<file path="src/shared/dbg_cmd_pkg.sv">
// package: constants and carriers for the debug command executor
package dbg_cmd_pkg;
  localparam logic [7:0] CMD_CRC      = 8'h0E;
  localparam logic [7:0] CMD_STEP     = 8'h10;
  localparam logic [7:0] CMD_STUFF    = 8'h11;
  localparam logic [7:0] CMD_EXEC     = 8'h12;
  localparam logic [7:0] CTL_RST_STOP = 8'h81;
  localparam logic [7:0] CTL_RST_GO   = 8'h41;
  localparam logic [7:0] CTL_RUN      = 8'h40;
  localparam logic [7:0] CTL_RESET    = 8'h00;
  localparam int         CTL_DBG_BIT  = 7;
  localparam int         CTL_BRK_BIT  = 6;
  localparam int         CTL_RST_BIT  = 0;
  localparam logic [15:0] CRC_INIT    = 16'hFFFF;
  localparam logic [15:0] CRC_POLY    = 16'h1021;
  localparam int          MEM_BYTES   = 8192;
  localparam int          ADDR_W      = 16;

  // byte from the host side receiver
  typedef struct packed {
    logic       valid;
    logic [7:0] data;
  } byte_t;

  // instruction handed to the core
  typedef struct packed {
    logic        valid;
    logic        useMem;   // fetch remaining bytes from program memory
    logic [2:0]  len;
    logic [39:0] bytes;
  } instr_t;
endpackage

</file>
<file path="src/logic/debug_command_executor.sv">
// debug command executor: step, stuff, execute, crc, control register
`timescale 1ns/1ps
module debug_command_executor
  import dbg_cmd_pkg::*;
#(
  parameter int MEM_SIZE = MEM_BYTES
) (
  input  wire logic                 clk_sys,
  input  wire logic                 nrst,
  input  wire dbg_cmd_pkg::byte_t   rxByte,
  input  wire logic                 txReady,
  output dbg_cmd_pkg::byte_t        txByte,
  input  wire logic                 ctlWrite,
  input  wire logic [7:0]           ctlData,
  output logic [7:0]                ctlValue,
  input  wire logic                 codeReadLockPin,
  output dbg_cmd_pkg::instr_t       instrOut,
  input  wire logic                 instrDone,
  output logic                      cpuHalt,
  output logic                      deviceReset,
  output logic [dbg_cmd_pkg::ADDR_W-1:0] memAddr,
  output logic                      memRead,
  input  wire logic [7:0]           memData
);
  import dbg_cmd_pkg::*;

  typedef enum {
    S_IDLE, S_OPC, S_BODY, S_DISCARD, S_RUN, S_CRC, S_TX_HI, S_TX_LO
  } state_t;

  // lock pin is asynchronous: two flops before use
  logic lockMeta_q, lockSync_q;
  always_ff @(posedge clk_sys or negedge nrst) begin
    if (!nrst) begin
      lockMeta_q <= 1'b0;
      lockSync_q <= 1'b0;
    end else begin
      lockMeta_q <= codeReadLockPin;
      lockSync_q <= lockMeta_q;
    end
  end

  state_t          state_q, state_d;
  logic [7:0]      ctl_q, ctl_d;
  logic [7:0]      cmd_q, cmd_d;
  logic [2:0]      need_q, need_d;
  logic [2:0]      got_q, got_d;
  logic [39:0]     buf_q, buf_d;
  instr_t          instr_q, instr_d;
  logic [15:0]     crc_q, crc_d;
  logic [ADDR_W-1:0] addr_q, addr_d;
  logic            rd_q, rd_d;
  byte_t           tx_q, tx_d;
  logic            rst_q, rst_d;

  wire inDebug  = ctl_q[CTL_DBG_BIT];
  wire allowed  = inDebug && !lockSync_q;
  wire rxV      = rxByte.valid;
  wire [7:0] rxD = rxByte.data;

  // instruction length from opcode low nibble, with 0x1F and 0x00 decoded whole; plain table kept small
  function automatic logic [2:0] op_len(input logic [7:0] op);
    logic [3:0] lo;
    logic [3:0] hi;
    lo = op[3:0];
    hi = op[7:4];
    if (op == 8'h1F)                      op_len = 3'd4;   // prefixed page
    else if (lo == 4'hF || lo == 4'hE)    op_len = 3'd1;
    else if (lo == 4'hC || lo == 4'hB || lo == 4'hD)
      op_len = (lo == 4'hD) ? 3'd3 : 3'd2;
    else if (lo == 4'h8 || lo == 4'h9)    op_len = 3'd4;
    else if (lo == 4'h2 || lo == 4'h3)    op_len = 3'd2;
    else if (hi == 4'h0 && lo == 4'h0)    op_len = 3'd1;
    else                                  op_len = 3'd3;
  endfunction

  // one byte crc-ccitt step
  function automatic logic [15:0] crc_step(input logic [15:0] c,
                                           input logic [7:0]  d);
    logic [15:0] r;
    r = c ^ {d, 8'h00};
    for (int i = 0; i < 8; i++) begin
      r = r[15] ? ((r << 1) ^ CRC_POLY) : (r << 1);
    end
    crc_step = r;
  endfunction

  wire lastAddr = (addr_q == ADDR_W'(MEM_SIZE - 1));
  wire [39:0] bufNext = buf_q | (40'(rxD) << {got_q, 3'b000});

  always_comb begin
    state_d = state_q;
    ctl_d   = ctl_q;
    cmd_d   = cmd_q;
    need_d  = need_q;
    got_d   = got_q;
    buf_d   = buf_q;
    instr_d = instr_q;
    crc_d   = crc_q;
    addr_d  = addr_q;
    rd_d    = 1'b0;
    tx_d    = tx_q;
    rst_d   = 1'b0;
    instr_d.valid = 1'b0;
    if (tx_q.valid && txReady) tx_d.valid = 1'b0;

    // control register write; reset values pulse the device reset
    if (ctlWrite) begin
      ctl_d = ctlData;
      if (ctlData == CTL_RST_STOP) rst_d = 1'b1;
      if (ctlData == CTL_RST_GO)   rst_d = 1'b1;
      if (ctlData == CTL_RUN && !inDebug)
        ctl_d = ctl_q;             // run only from halted state
      ctl_d[CTL_RST_BIT] = 1'b0;  // reset bit self clears
    end

    unique case (state_q)
      S_IDLE: begin
        if (rxV) begin
          cmd_d = rxD;
          got_d = '0;
          buf_d = '0;
          if (rxD == CMD_STEP && allowed) begin
            instr_d.valid  = 1'b1;
            instr_d.useMem = 1'b1;
            instr_d.len    = 3'd0;
            instr_d.bytes  = '0;
            state_d        = S_RUN;
          end else if (rxD == CMD_STUFF && allowed) begin
            state_d = S_OPC;
          end else if (rxD == CMD_EXEC) begin
            state_d = allowed ? S_OPC : S_DISCARD;
          end else if (rxD == CMD_CRC && !lockSync_q) begin
            crc_d   = CRC_INIT;
            addr_d  = '0;
            rd_d    = 1'b1;
            state_d = S_CRC;
          end
        end
      end
      S_OPC: begin
        if (rxV) begin
          buf_d = {32'h0, rxD};
          got_d = 3'd1;
          if (cmd_q == CMD_STUFF) begin
            // core fetches operands from memory, opcode replaced
            instr_d.valid  = 1'b1;
            instr_d.useMem = 1'b1;
            instr_d.len    = 3'd1;
            instr_d.bytes  = {32'h0, rxD};
            state_d        = S_RUN;
          end else begin
            need_d = op_len(rxD);
            if (op_len(rxD) == 3'd1) begin
              instr_d.valid  = 1'b1;
              instr_d.useMem = 1'b0;
              instr_d.len    = 3'd1;
              instr_d.bytes  = {32'h0, rxD};
              state_d        = S_RUN;
            end else begin
              state_d = S_BODY;
            end
          end
        end
      end
      S_BODY: begin
        if (rxV) begin
          buf_d = bufNext;
          got_d = got_q + 3'd1;
          if (got_q + 3'd1 == need_q) begin
            instr_d.valid  = 1'b1;
            instr_d.useMem = 1'b0;
            instr_d.len    = need_q;
            instr_d.bytes  = bufNext;
            state_d        = S_RUN;
          end
        end
      end
      S_DISCARD: begin
        if (rxV) state_d = S_IDLE;
      end
      S_RUN: begin
        // back to halted once the core finishes the one instruction
        if (instrDone) state_d = S_IDLE;
      end
      S_CRC: begin
        // memData is the byte at the current memAddr, addressed in this same cycle
        crc_d = crc_step(crc_q, memData);
        if (lastAddr) begin
          state_d = S_TX_HI;
        end else begin
          addr_d = addr_q + ADDR_W'(1);
          rd_d   = 1'b1;
        end
      end
      S_TX_HI: begin
        if (!tx_q.valid || txReady) begin
          tx_d    = '{valid: 1'b1, data: crc_q[15:8]};
          state_d = S_TX_LO;
        end
      end
      S_TX_LO: begin
        if (txReady) begin
          tx_d    = '{valid: 1'b1, data: crc_q[7:0]};
          state_d = S_IDLE;
        end
      end
    endcase
    // a device reset aborts any command in flight
    if (rst_q) begin
      state_d = S_IDLE;
      instr_d.valid = 1'b0;
    end
  end

  always_ff @(posedge clk_sys or negedge nrst) begin
    if (!nrst) begin
      state_q <= S_IDLE;
      ctl_q   <= CTL_RESET;
      cmd_q   <= 8'h00;
      need_q  <= 3'd0;
      got_q   <= 3'd0;
      buf_q   <= '0;
      instr_q <= '0;
      crc_q   <= CRC_INIT;
      addr_q  <= '0;
      rd_q    <= 1'b0;
      tx_q    <= '0;
      rst_q   <= 1'b0;
    end else begin
      state_q <= state_d;
      ctl_q   <= ctl_d;
      cmd_q   <= cmd_d;
      need_q  <= need_d;
      got_q   <= got_d;
      buf_q   <= buf_d;
      instr_q <= instr_d;
      crc_q   <= crc_d;
      addr_q  <= addr_d;
      rd_q    <= rd_d;
      tx_q    <= tx_d;
      rst_q   <= rst_d;
    end
  end

  // halt follows debug bit; core stays halted even while running one step
  logic halt_q;
  always_ff @(posedge clk_sys or negedge nrst) begin
    if (!nrst) halt_q <= 1'b0;
    else       halt_q <= ctl_d[CTL_DBG_BIT];
  end

  assign txByte      = tx_q;
  assign ctlValue    = ctl_q;
  assign instrOut    = instr_q;
  assign cpuHalt     = halt_q;
  assign deviceReset = rst_q;
  assign memAddr     = addr_q;
  assign memRead     = rd_q;
endmodule

</file>
<file path="config.mk">
export PLATFORM = sky130hd
export DESIGN_NAME = debug_command_executor
export DESIGN_NICKNAME = d
export VERILOG_FILES = /design/src/shared/dbg_cmd_pkg.sv /design/src/logic/debug_command_executor.sv
export SDC_FILE = /design/constraint.sdc
export NUM_CORES = 1
export LEC_CHECK = 0
export ABC_AREA = 1
export BUFFER_PORTS_ARGS = -buffer_cell sky130_fd_sc_hd__buf_2
export CORE_AREA = 2 2 150 152
export DETAILED_ROUTE_END_ITERATION = 10
export DIE_AREA = 0 0 152 154
export GPL_TIMING_DRIVEN = 0
export HOLD_SLACK_MARGIN = 0.05
export MAX_ROUTING_LAYER = met4
export REMOVE_ABC_BUFFERS = 1
export SYNTH_ARGS = -nofsm -noshare
export SYNTH_HDL_FRONTEND = slang
export SYNTH_SLANG_ARGS = --single-unit
</file>
<file path="constraint.sdc">
create_clock -name clk_sys -period 2.1 [get_ports clk_sys]
set_input_delay 0.21 -clock clk_sys [delete_from_list [all_inputs] [get_ports clk_sys]]
set_output_delay 0.21 -clock clk_sys [all_outputs]
set_load 0.02 [all_outputs]
</file>
### After elaboration in Yosys (flattened, before gate mapping)

Index checks and enable logic that the tools add are counted.

* $add $sub $neg: 2
* reduce and logical (&&, ||, !) cells: 31
* bitwise logic cells: 12
* muxes and demuxes: 80
* shift-type cells: 1
* eq/ne operators: 51

Operators by type and width (count)
* 2-to-1 mux 32 bit: 14
* 2-to-1 mux 45 bit: 7
* one-hot mux 32 bit (8 select lines): 1
* 2-to-1 mux 16 bit: 11
* one-hot mux 45 bit (3 select lines): 1
* == test 32 x 3 -> 1 bit (second input constant): 4
* 2-to-1 mux 40 bit: 3
* one-hot mux 40 bit (3 select lines): 1
* 2-to-1 mux 13 bit: 8
* == test 32 x 2 -> 1 bit (second input constant): 2
* one-hot mux 16 bit (2 select lines): 2
* == test 8 x 5 -> 1 bit (second input constant): 5
* OR 40 bit: 1
* << shifter 8 x 6 -> 40 bit: 1
* 2-to-1 mux 3 bit: 12
* == test 32 x 1 -> 1 bit (second input constant): 1
* logical NOT 32 bit: 1
* inequality test 3 bit (second input constant): 10
* == test 4 bit (second input constant): 7
* inequality test 2 bit (second input constant): 12
* NOT 3 bit: 8
* 2-to-1 mux 9 bit: 2
* one-hot mux 9 bit (2 select lines): 1
* adder 16 x 1 -> 16 bit (second input constant): 1
* 27 further kinds: 61

* output and inout port bits: 81
* bits in registers: 183

### Longest topological paths before layout

Gate-level depths: netlist of run 1.

* depth after elaboration: 18
* gate-level depth with buffers: 13
* mapped depth without buffers: 13

### Least setup slack after synthesis of run 1

Ideal clock, no wire load.

* path type: register to register
* from: register addr_q[0], in the netlist memAddr[0]
* to: register addr_q[0], in the netlist memAddr[0]
* library setup time: 0.119 ns
* cell stages (with the launch flop): 9
* arrival time: 1.692 ns
* path slack: 0.290 ns
* path through: dfrtp_1 ha_1 nand3_1 nor2_1 nand2_1 nand2_1 nand2_1 buf_4 o21a_1

* longest elaborated chain between the ends: 3
* elaborated cells between the ends (all ways): 6
* those cells by class: add/sub: 1; eq/ne: 2; mux: 2; reduce/logical: 1

Ends and longest elaborated chain
* start, declared: RTL line debug_command_executor.sv:51 `logic [ADDR_W-1:0] addr_q, addr_d;`
* start signal, assigned: RTL line debug_command_executor.sv:239 `addr_q <= addr_d;`
* adder 16 x 1 -> 16 bit or == test 16 x 13 -> 1 bit (tied branches): RTL line debug_command_executor.sv:192, debug_command_executor.sv:88
* 2-to-1 mux 16 bit or inequality test 2 bit (tied branches)
* one-hot mux 16 bit (2 select lines) or AND reduction 7 bit (tied branches)

Parallel ways exist; a longest one is shown, timed or not. The select of a mux whose other input is x is not followed.
A chain may end at the register's enable or synchronous reset.

### Worst setup path after layout of run 1

* from: register state_q[0]
* to: register instr_q (netlist bit instrOut[30])

* longest elaborated chain between the ends: 3
* elaborated cells between the ends (all ways): 12
* those cells by class: eq/ne: 8; mux: 1; reduce/logical: 3

Ends and longest elaborated chain
* start, declared: RTL line debug_command_executor.sv:43 `state_t state_q, state_d;`
* start signal, assigned: RTL line debug_command_executor.sv:231 `state_q <= state_d;`
* == test 32 x 1 -> 1 bit (tied with other cells): RTL line debug_command_executor.sv:117 `unique case (state_q)`
* inequality test 3 bit (no line) (tied with other cells)
* AND reduction 7 bit (no line)
* end signal, assigned: RTL line debug_command_executor.sv:237 `instr_q <= instr_d;`
* end, declared: RTL line debug_command_executor.sv:49 `instr_t instr_q, instr_d;`

Parallel ways exist; a longest one is shown, timed or not.

==> summary by stage, run 1 <==
STA
The max-slew violation total from the final report came to 0. Headroom to the max-slew limit came out at 0.547. For the pin with the worst max-slew slack, the measured transition is 0.677 ns. The post-route clock skew is 0.0104 ns.

The worst path meets setup with 0.00246 ns of slack. Of the available clock period, the critical path in the final layout requires 0.999. The clock period could shrink to 2.10 ns.

For this run, the top clock speed supported by timing is 477 MHz. The total setup violations reported at the end of the flow is 0. The worst hold margin is 0.0601 ns. Setup repair after global routing could not meet its margin everywhere.

The final hold violation count came to 0.

Cells and area
Leaving out fill and tap cells, the most frequent cell in the layout is nand2_1. Compared with the post-synthesis result, the final layout area differs by 23.3%. The number of nets at the end of the flow is 1,101. The number of cells in the finished layout apart from fillers is 1,362. Of the cells placed in the final design, the portion with a size suffix greater than 1 is 0.204. The top cell types in the final layout, fill and taps aside, are nand2_1, dfrtp_1, buf_2.

The final design area excluding fillers is 9270 sq um.

Placed design
Prior to clock tree synthesis, the placed netlist has a worst setup slack of -1.29 ns. The placed instances occupy a cell area of 8290 sq um. Buffers placed on the I/O ports in this run total 110.

The wire-length estimate of the detail-placed layout is 13.5 mm. At the end of routability-driven placement, the weighted congestion stood at 0.832. The number of cells in the design after placement is 1,301.

Die
The site row count is 54. For this design the top-level I/O count stands at 112. In this run the standard cell core region covers 21,700 sq um. For this configuration, the core starts out at a cell density of 0.347. The floorplan step defined a die boundary enclosing 23,400 sq um.

The die is 152 um wide. In this run the vertical extent of the chip is 154 um.

Pwr
Power spread over the standard cell area amounts to 1310 nW/um^2. The total power is 12.1 mW. The static leakage is 4.61 nW. The worst vdd rail ir drop is 0.000564 V.

Global route
The initial antenna violation count came to 1. The all-layer global routing usage is 0.186. The via count of the first global-routing pass came to 6,406. Entering global routing, the biggest net connects 80 pins. The first-pass GRT wire length is 34.0 mm. The final global-route overflow total is 0.

Route
The first TritonRoute pass finished after 5 iterations. The detailed-route vias per instance is 4.94. After detailed routing, the average wire length per cell comes to 15.7 um. The routed design has 21.4 mm of wire. The initial DRC count is 519. Once detail routing completed, the nets flagged for antenna violations numbered 0. The via count is 6,731. The DRC violation count after routing is 0.

Logic synthesis
Of the synthesized area, sequential elements account for 0.515. The mapped netlist covers 7520 sq um. The share of synthesized area in the top cell type comes to 0.459.

The gate count of the mapped netlist is 941. The unique cell type count in the Yosys netlist is 40. Yosys attributes the largest share of cell area to dfrtp_1, nand2_1, dfstp_2. The synthesized design contains 0 enable-type register cells. The synthesized area per cell is 7.99 sq um. For this run, asynchronously set or reset flops after synthesis account for 1.00. The top flip-flop cell by instance count after synthesis is dfrtp_1.

The register bit total from synthesis is 154. Yosys printed 0 warnings. The cell taking the most area after synthesis is dfrtp_1.

Clocking
Clock latency on the worst-skew pair, taken at its later pin, is 0.43 ns. TritonCTS built the clock tree. The depth of the CTS H-tree is 4.

The number of buffers added by the clock tree synthesis step is 17. The clock tree buffer depth is 2. The root buffer selected by CTS is clkbuf_16.

Clock tree synthesis found a total of 154 sinks. After clock tree synthesis, the clock-pin slew on the worst setup and hold paths is 0.07 ns.

Critical path
Data on the critical path is required at its endpoint by 2.45 ns. The critical path data arrival time is 2.45 ns. The top fanout value on the critical path is 11.

The path type of the worst setup path is flip-flop to flip-flop. The nature of the critical path startpoint is a flip-flop. The type of destination of the critical path is a flip-flop.

Outcome
The flow ran to the end, and the final reports show no timing, DRC or antenna violations.

Job
The number of max-cap violations is 0.

Min path
The classification of the worst-slack hold path is input port to flip-flop.
per-layer routing:
layer | part of all wire | GRT usage | vias to the layer above
li1 | - | - | 3311
met1 | 0.47 | 0.250 | 3197
met2 | 0.46 | 0.285 | 187
met3 | 0.052 | 0.0380 | 36
met4 | 0.019 | 0.0587 | 0
met5 | 0 | - | -
where the power goes:
| group | total (mW) | internal [mW] | switching, mW |
|---|---|---|---|
| Sequential | 4.28 | 3.77 | 0.517 |
| Combinational | 4.72 | 1.50 | 3.22 |
| Clock | 3.10 | 1.78 | 1.32 |
Yosys cell counts (9+ instances only):
cell and count:
clkbuf_1 11, inv_2 9, nand4_1 11, xnor2_1 10, dfstp_2 16, a21oi_1 47, nand3_1 62, xor2_1 11
dfrtp_1 138, nor3_1 16, inv_1 103, o21ai_1 25, o21ai_0 78, nor2_1 90, nand2_1 242
critical path, stage by stage (launching register included):
cell	delay [ns]
dfrtp_1	0.47
nand2_1	0.14
nor2_2	0.53
nand3_4	0.41
nand2_4	0.32
nand2_1	0.07
o21ai_1	0.08
state kept, by name, summed over array words and instances (netlist names), 3 cells and up:
| signal | count |
|---|---|
| instrOut | 45 |
| buf_q | 40 |
| crc_q | 16 |
| memAddr | 16 |
| txByte | 9 |
| cmd_q | 8 |
| ctlValue | 7 |
| got_q | 3 |
| need_q | 3 |
| state_q | 3 |
through the flow:
step | util | setup TNS (ns)
4_1_cts | 0.420 | 0
5_1_grt | 0.427 | -3.12
3_3_place_gp | 0.380 | -350.63
6_report | 0.427 | 0
2_1_floorplan | - | -17.77
3_5_place_dp | 0.382 | -72.96
final cells by class:
cell class / count / area (sq um)
inverter: 114 / 440
timing repair buffer: 134 / 798
antenna: 1 / 2.50
clock buffer: 18 / 429
sequential: 154 / 3880
tap: 280 / 350
clock inverter: 14 / 160
fill: 2191 / 12400
multi-input combinational: 647 / 3210
cell families after synthesis:
logic type | after synthesis | share of synthesized area
AOI/OAI and AO/OA | 180 | 0.129
xor gates and xnor gates | 21 | 0.0245
adders and majority gates | 2 | 0.00333
buffers and inverters | 146 | 0.0814
DFF | 154 | 0.515
muxes | 2 | 0.00300
other | 1 | 0.000499
and+or+nand+nor | 435 | 0.243
repair_timing:
item                                    CTS  global route
endpoints found under the hold margin    78             0
pin swaps                                 4             3
resized for setup                        17            16
endpoints found under the setup margin  114            76
buffers inserted                         10             6
gates cloned                              2             4
hold buffers                              6             0
worst paths after layout:
path / startpoint / endpoint / slack [ns] / cells after the start
hold / removal: ctlData[1] / ctlValue[1] / 0.06 / 3
setup / recovery: state_q[0] / instrOut[30] / 0.002 / 6
setup reg to reg: state_q[0] / instrOut[30] / 0.002 / 6
hold reg to reg: lockMeta_q / lockSync_q / 0.35 / 0
min in group asynchronous: nrst / memAddr[9] / 0.36 / 2
max in group asynchronous: nrst / crc_q[15] / 0.92 / 3
(Power assumes the default switching activity.)
==> inputs of run 2 (changes only) <==
--- a/config.mk
+++ b/config.mk
@@ -12,7 +12,6 @@
 export DIE_AREA = 0 0 152 154
 export GPL_TIMING_DRIVEN = 0
 export HOLD_SLACK_MARGIN = 0.05
-export MAX_ROUTING_LAYER = met4
 export REMOVE_ABC_BUFFERS = 1
 export SYNTH_ARGS = -nofsm -noshare
 export SYNTH_HDL_FRONTEND = slang
==> constraint.sdc (replaced) <==
create_clock -name clk_sys -period 2.1 [get_ports clk_sys]
set_input_delay 0.21 -clock clk_sys [delete_from_list [all_inputs] [get_ports clk_sys]]
set_output_delay 0.21 -clock clk_sys [all_outputs]
set_load 0.005 [all_outputs]
==> summary by stage, run 2 (synthesis gave the netlist of run 1 again) <==
Placed design
The placed cell area came to 8290 sq um (unchanged). The number of cells in the design after placement is 1,301 (unchanged). The final HPWL from detailed placement is 13.5 mm (unchanged).

The worst slack after detailed placement is -1.29 ns (unchanged). The final weighted congestion in routability-driven placement is 0.820 (-1.5%). The count of input and output buffers is 110 (unchanged).

Cells and area
The relative area change from synthesis to final layout is 23.3% (unchanged). The number of flip-flops under the largest register name is 45 (unchanged). The final design area excluding fillers is 9270 sq um (unchanged). The most common library cell in the layout ignoring fill and taps is nand2_1. The share of layout cells above drive strength 1 was 0.204 (unchanged). The number of nets at the end of the flow is 1,101 (unchanged). The number of cells in the finished layout apart from fillers came to 1,362 (unchanged).

Leaving out fill and tap cells, the most frequent cells in the layout are nand2_1, dfrtp_1, buf_2.

Route
The detailed-route vias per instance came to 4.94 (-0.13%). The initial DRC count is 521 (+0.39%). The total met3 wirelength after detailed routing is 1.31 mm (+17%). The DRC violation count after routing is 0 (unchanged).

The total iterations of the first detailed-routing run is 5 (unchanged). The average wire per standard cell is 15.8 um (+0.61%). The post-route met1 wirelength is 9.93 mm (-0.96%). The detailed-routed wire length on met2 is 9.93 mm (+0.56%). The number of nets still failing antenna checks after routing is 0 (unchanged). The wire length after detailed routing is 21.5 mm (+0.61%). The via count is 6,722 (-0.13%). In this run the top signal layer used is met4.

Outcome
The run finished with clean final reports.

Pwr
The worst vdd rail ir drop came to 0.000562 V (-0.45%). The power density over cell area is 1260 nW/um^2 (-3.1%). The total power is 11.7 mW (-3.1%). The static leakage came to 4.61 nW (unchanged).

Global route
The first-pass GRT wire length was 34.0 mm (-0.10%). The via count of the first global-routing pass is 6,388 (-0.28%). The all-layer global routing usage is 0.181 (-0.00552). The initial antenna violation count is 1 (unchanged).

The largest net degree at the start of global routing is 80 (unchanged). The final global-route overflow total is 0 (unchanged).

STA
The post-layout worst setup margin is 0.0167 ns (+0.0142 ns). Setup repair after global routing could not meet its margin everywhere. The max-slew violation total from the final report is 0 (unchanged). The share of the clock period used by the worst path is 0.992 (-0.00677). The post-route minimum period is 2.08 ns (-0.0142 ns).

The post-route clock skew was 0.0113 ns (+0.000850 ns). The final hold violation count is 0 (unchanged). The upper clock frequency limit came to 480 MHz (+0.68%). The total setup violations reported at the end of the flow is 0 (unchanged). The headroom to the max-slew limit came to 0.561 (+0.0142). The slew at the pin with the worst max-slew slack is 0.656 ns (-0.0212 ns).

Job
The number of max-cap violations was 0 (unchanged).

Clocking
The clock tree from TritonCTS is done. The clock tree buffer depth is 2 (unchanged). The depth of the CTS H-tree was 4 (unchanged). The number of buffers added by the clock tree synthesis step was 17 (unchanged).

The count of clock tree sinks was 154 (unchanged). The cell sitting at the root of the clock tree is a clkbuf_16. The clock transition at the register clock pins on the worst setup and hold paths after CTS came to 0.07 ns (about the same). The clock latency at the later pin of the worst-skew pair came to 0.42 ns (about the same).

Critical path
The top fanout value on the critical path was 11 (unchanged). The data required time of the critical path is 2.45 ns (about the same). By instance count, the cell type seen most on the critical path is nand2_1. The critical path goes through nand2_1 -> nor2_2 -> nand3_4 -> nand2_4 -> nand2_1 -> o21ai_1. The critical path is of the flip-flop to flip-flop type. The critical path data arrival time came to 2.44 ns (about the same).

The slowest stage of the critical path belongs to the cell nor2_2. The nature of the critical path startpoint is a flip-flop. The type of destination of the critical path is a flip-flop. The delay contributed by the slowest stage of the critical path came to 0.52 ns (about the same).

Die
The site row count is 54 (unchanged). The starting utilization of the core area is 0.347 (unchanged). The I/O pin count was 112 (unchanged). The width of the die is 152 um (unchanged). The die outline area is 23,400 sq um (unchanged). The height of the die is 154 um (unchanged). The standard cell core area is 21,700 sq um (unchanged).

Min path
The path class of the tightest hold or removal check is input port to flip-flop.
run 2: cell counts in the layout (fill, tap and decap cells not counted):
Identical to the previous run, type by type.
run 2: area by class of cell:
| type | instances | area [sq um] |
|---|---|---|
| clock inverter | 14 | 160 |
| sequential | 154 | 3880 |
| timing repair buffer | 134 | 798 |
| antenna | 1 | 2.50 |
| inverter | 114 | 440 |
| fill | 2191 | 12400 |
| clock buffer | 18 | 429 |
| tap | 280 | 350 |
| multi-input combinational | 647 | 3210 |
run 2: routing by layer:
layer | vias to the layer above | global-route usage
li1 | 3302 | -
met1 | 3196 | 0.250
met2 | 197 | 0.285
met3 | 27 | 0.0383
met4 | 0 | 0.0587
met5 | - | 0
run 2: power breakdown:
group | switching, mW | internal, mW
clock network | 1.33 | 1.78
logic | 2.84 | 1.49
registers | 0.516 | 3.77
total | 4.69 | 7.04
run 2: repair_timing:
action,in CTS,in global routing
pin swaps,4,3
hold buffers,6,0
resized for setup,17,16
setup buffers,10,6
endpoints found under the hold margin,78,0
cloned,2,4
endpoints found under the setup margin,114,76
run 2: worst paths after layout:
check                           startpoint      endpoint  slack (ns)  cells after the start
worst max-delay path            state_q[0]  instrOut[30]        0.02                      6
worst min-delay path            ctlData[1]   ctlValue[1]        0.06                      3
worst max register to register  state_q[0]  instrOut[30]        0.02                      6
worst min register to register  lockMeta_q    lockSync_q        0.35                      0
max in group asynchronous             nrst     crc_q[15]        0.92                      3
min in group asynchronous             nrst    memAddr[9]        0.36                      2
run 2: per-stage QoR:
stage          setup TNS (ns)   util  hold slack [ns]
6_report                    0  0.427           0.0634
4_1_cts                     0  0.420           0.0557
3_3_place_gp          -350.63  0.380            0.320
3_5_place_dp           -72.96  0.382            0.256
2_1_floorplan          -17.77      -          -0.0856
5_1_grt                 -3.32  0.427           0.0651
run 2: worst max-delay path: cells and delay by family, from the launching register on:
kind             cells  cell delay (ns)
AND/OR/NAND/NOR      5             1.47
flip-flops           1             0.47
AO/OA/AOI/OAI        1             0.08
==> inputs of run 3 (changes only) <==
--- a/config.mk
+++ b/config.mk
@@ -7,11 +7,13 @@
 export LEC_CHECK = 0
 export ABC_AREA = 1
 export BUFFER_PORTS_ARGS = -buffer_cell sky130_fd_sc_hd__buf_2
-export CORE_AREA = 2 2 150 152
+export CORE_AREA = 2 2 118 120
+export CTS_BUF_LIST = sky130_fd_sc_hd__clkbuf_8 sky130_fd_sc_hd__clkbuf_16
 export DETAILED_ROUTE_END_ITERATION = 10
-export DIE_AREA = 0 0 152 154
+export DIE_AREA = 0 0 120 122
 export GPL_TIMING_DRIVEN = 0
 export HOLD_SLACK_MARGIN = 0.05
+export PLACE_DENSITY = 0.79
 export REMOVE_ABC_BUFFERS = 1
 export SYNTH_ARGS = -nofsm -noshare
 export SYNTH_HDL_FRONTEND = slang
==> summary by stage, run 3 (synthesis gave the netlist of run 1 again) <==
Die
The I/O pin count is 112 (unchanged). The standard cell core area is 13,500 sq um (-38%). The height of the die is 122 um (-21%). The site row count is 43 (-20%). The starting utilization of the core area is 0.557 (+0.210). The die outline area is 14,600 sq um (-37%). The width of the die is 120 um (-21%).

Global route
The first-pass GRT wire length is 33.7 mm (-0.95%). The initial antenna violation count is 0 (-1). The final global-route overflow total is 0 (unchanged). The all-layer global routing usage came to 0.297 (+0.116).

The via count of the first global-routing pass is 6,685 (+4.6%). The largest net degree at the start of global routing is 92 (+15%).

STA
The headroom to the max-slew limit is 0.556 (-0.00539). The final hold violation count is 0 (unchanged). The share of the clock period used by the worst path is 1.00 (+0.0124). The post-route minimum period is 2.11 ns (+0.0261 ns).

The max-slew violation total from the final report is 0 (unchanged). The post-route clock skew is 0.0102 ns (-0.00114 ns). The upper clock frequency limit came to 474 MHz (-1.2%).

Setup repair after global routing could not meet its margin everywhere. The post-layout worst setup margin is -0.00940 ns (-0.0261 ns). The slew at the pin with the worst max-slew slack is 0.664 ns (+0.00805 ns). The total setup violations reported at the end of the flow came to 1 (+1).

Critical path
The critical path data arrival time is 2.43 ns (about the same). The path depth of the worst reg2reg path is 13 (+7). The startpoint of the lowest-slack register-to-register path is got_q[0]. The top fanout value on the critical path is 6 (-5). The worst setup path is captured at a flip-flop. The endpoint identified for the worst register-to-register timing path is instrOut[0]. The nature of the critical path startpoint is a flip-flop. The worst setup slack for register-to-register paths was -0.009 ns (-0.03 ns). The data required time of the critical path is 2.42 ns (-0.03 ns). By startpoint and endpoint, the worst setup path is classified as flip-flop to flip-flop.

Pwr
The static leakage was 4.77 nW (+3.5%). The total power was 12.7 mW (+8.2%). The power density over cell area is 1330 nW/um^2 (+5.0%). The worst vdd rail ir drop was 0.000812 V (+45%).

Route
The detailed-routed wire length on met2 is 10.4 mm (+4.3%). The detailed-route vias per instance is 5.67 (+15%). The average wire per standard cell is 17.4 um (+10%). The DRC violation count after routing is 0 (unchanged). The via count is 7,207 (+7.2%). The post-route met1 wirelength is 8.88 mm (-11%).

The highest routed metal layer is met4. The total met3 wirelength after detailed routing is 2.02 mm (+54%). The total iterations of the first detailed-routing run came to 5 (unchanged). The number of nets still failing antenna checks after routing is 0 (unchanged).

The initial DRC count is 840 (+61%). The wire length after detailed routing came to 22.1 mm (+2.5%).

Cells and area
In the layout the commonest cells are nand2_1, dfrtp_1, buf_2. The multi-input gate area in the final layout is 3480 sq um (+8.2%). The share of layout cells above drive strength 1 is 0.245 (+0.0417).

The number of flip-flops under the largest register name was 45 (unchanged). The number of nets at the end of the flow is 1,109 (+0.73%). The register cell area after layout is 3880 sq um (about the same).

The relative area change from synthesis to final layout is 27.1%. The number of fill cells in the layout is 1,004 (-54%). The final core area utilization was 0.708 (+0.280). The library cell used most frequently in the layout, excluding fill and tap cells, is nand2_1. The final design area excluding fillers is 9560 sq um (+3.1%).

Clocking
The count of clock tree sinks is 154 (unchanged). The depth of the CTS H-tree came to 4 (unchanged). The clock tree from TritonCTS is done. The clock latency at the later pin of the worst-skew pair is 0.44 ns (+0.02 ns).

The clock transition at the register clock pins on the worst setup and hold paths after CTS came to 0.07 ns (about the same). The number of buffers added by the clock tree synthesis step was 17 (unchanged). The clock tree buffer depth is 2 (unchanged). The root buffer selected by CTS is clkbuf_16.

Placed design
The placed cell area was 8150 sq um (-1.8%). The final HPWL from detailed placement is 12.4 mm (-8.0%). The count of input and output buffers is 110 (unchanged). The final weighted congestion in routability-driven placement is 0.886 (+8.1%). The worst slack after detailed placement came to -1.29 ns (+0.00384 ns).

Min path
In this run the worst hold path is classified as input port to flip-flop. For hold timing, the worst endpoint is ctlValue[1]. The critical hold path startpoint is ctlData[1].

The number of instances on the worst hold path is 3 (unchanged).

Outcome
The final reports fail on setup timing. The run finished, with violations left.

Job
The number of max-cap violations is 0 (unchanged).
==> run 3: changes by cell type in the layout (fill, tap and decap cells not counted), sizes merged <==
cell	change
dlygate4sd3	+2
clkinvlp	+1
nor2	+2
clkbuf	+2
inv	-3
bufinv	+3
buf	+2
clkinv	-3
nand2	+2
==> run 3: layout make-up <==
cell class,instances,area share
clock inverters,12,0.0219
repair buffers,138,0.0892
flip-flops and latches,154,0.406
well taps,180,0.0236
inverters,114,0.0466
multi-input cells,651,0.364
diodes,1,0.000262
clock buffers,20,0.0488
==> run 3: worst max-delay path, stage by stage (launching register included) <==
cell and delay [ns]:
dfrtp_4 0.50, ha_4 0.28, inv_2 0.04, nand2_2 0.05, nand2_2 0.06, nor2_4 0.12
nand3_4 0.13, nand2_2 0.11, nand2_2 0.06, nor2_4 0.15, buf_12 0.18, nand2_8 0.13
nand2_4 0.11, nand3_2 0.06
==> run 3: how the worst max path moves through the flow <==
stage                     startpoint      endpoint  slack, ns  depth (start not counted)
after floorplan             got_q[0]  instrOut[31]      -0.39                         12
after global placement          nrst    memAddr[6]      -1.45                          1
after detailed placement    got_q[0]  instrOut[19]      -1.29                         11
after CTS                   got_q[0]   instrOut[0]    -0.0005                         13
after global routing        got_q[0]   instrOut[7]      -0.07                         13
final                       got_q[0]   instrOut[0]     -0.009                         13
==> run 3: power by group <==
| group | switching [mW] | internal, mW | leakage (nW) |
|---|---|---|---|
| Sequential | 0.556 | 3.77 | 2.00 |
| Combinational | 3.19 | 1.68 | 2.45 |
| Clock | 1.28 | 2.22 | 0.324 |
| Total | 5.02 | 7.67 | 4.77 |
==> run 3: metrics by stage <==
| step | setup TNS [ns] | hold WS [ns] | instances |
|---|---|---|---|
| floorplan | -17.77 | -0.0856 | 909 |
| global placement | -310.16 | 0.318 | 1199 |
| detailed placement | -86.12 | 0.234 | 1200 |
| CTS | -0.000532 | 0.0536 | 1259 |
| global route | -0.584 | 0.0916 | 1269 |
| finish | -0.00940 | 0.0698 | 1270 |
==> run 3: layer usage <==
layer / global-route usage / vias up
li1: - / 3352
met1: 0.399 / 3416
met2: 0.475 / 359
met3: 0.0688 / 80
met4: 0.108 / 0
met5: 0 / -
==> run 3: repair_timing <==
action                                 in CTS  in global routing
endpoints found under the hold margin      68                  0
hold buffers                                8                  0
pin swaps                                   5                 22
gates resized for setup                    27                 69
setup endpoints to repair                 119                 92
buffers inserted                           14                  5
gates cloned                                5                  5
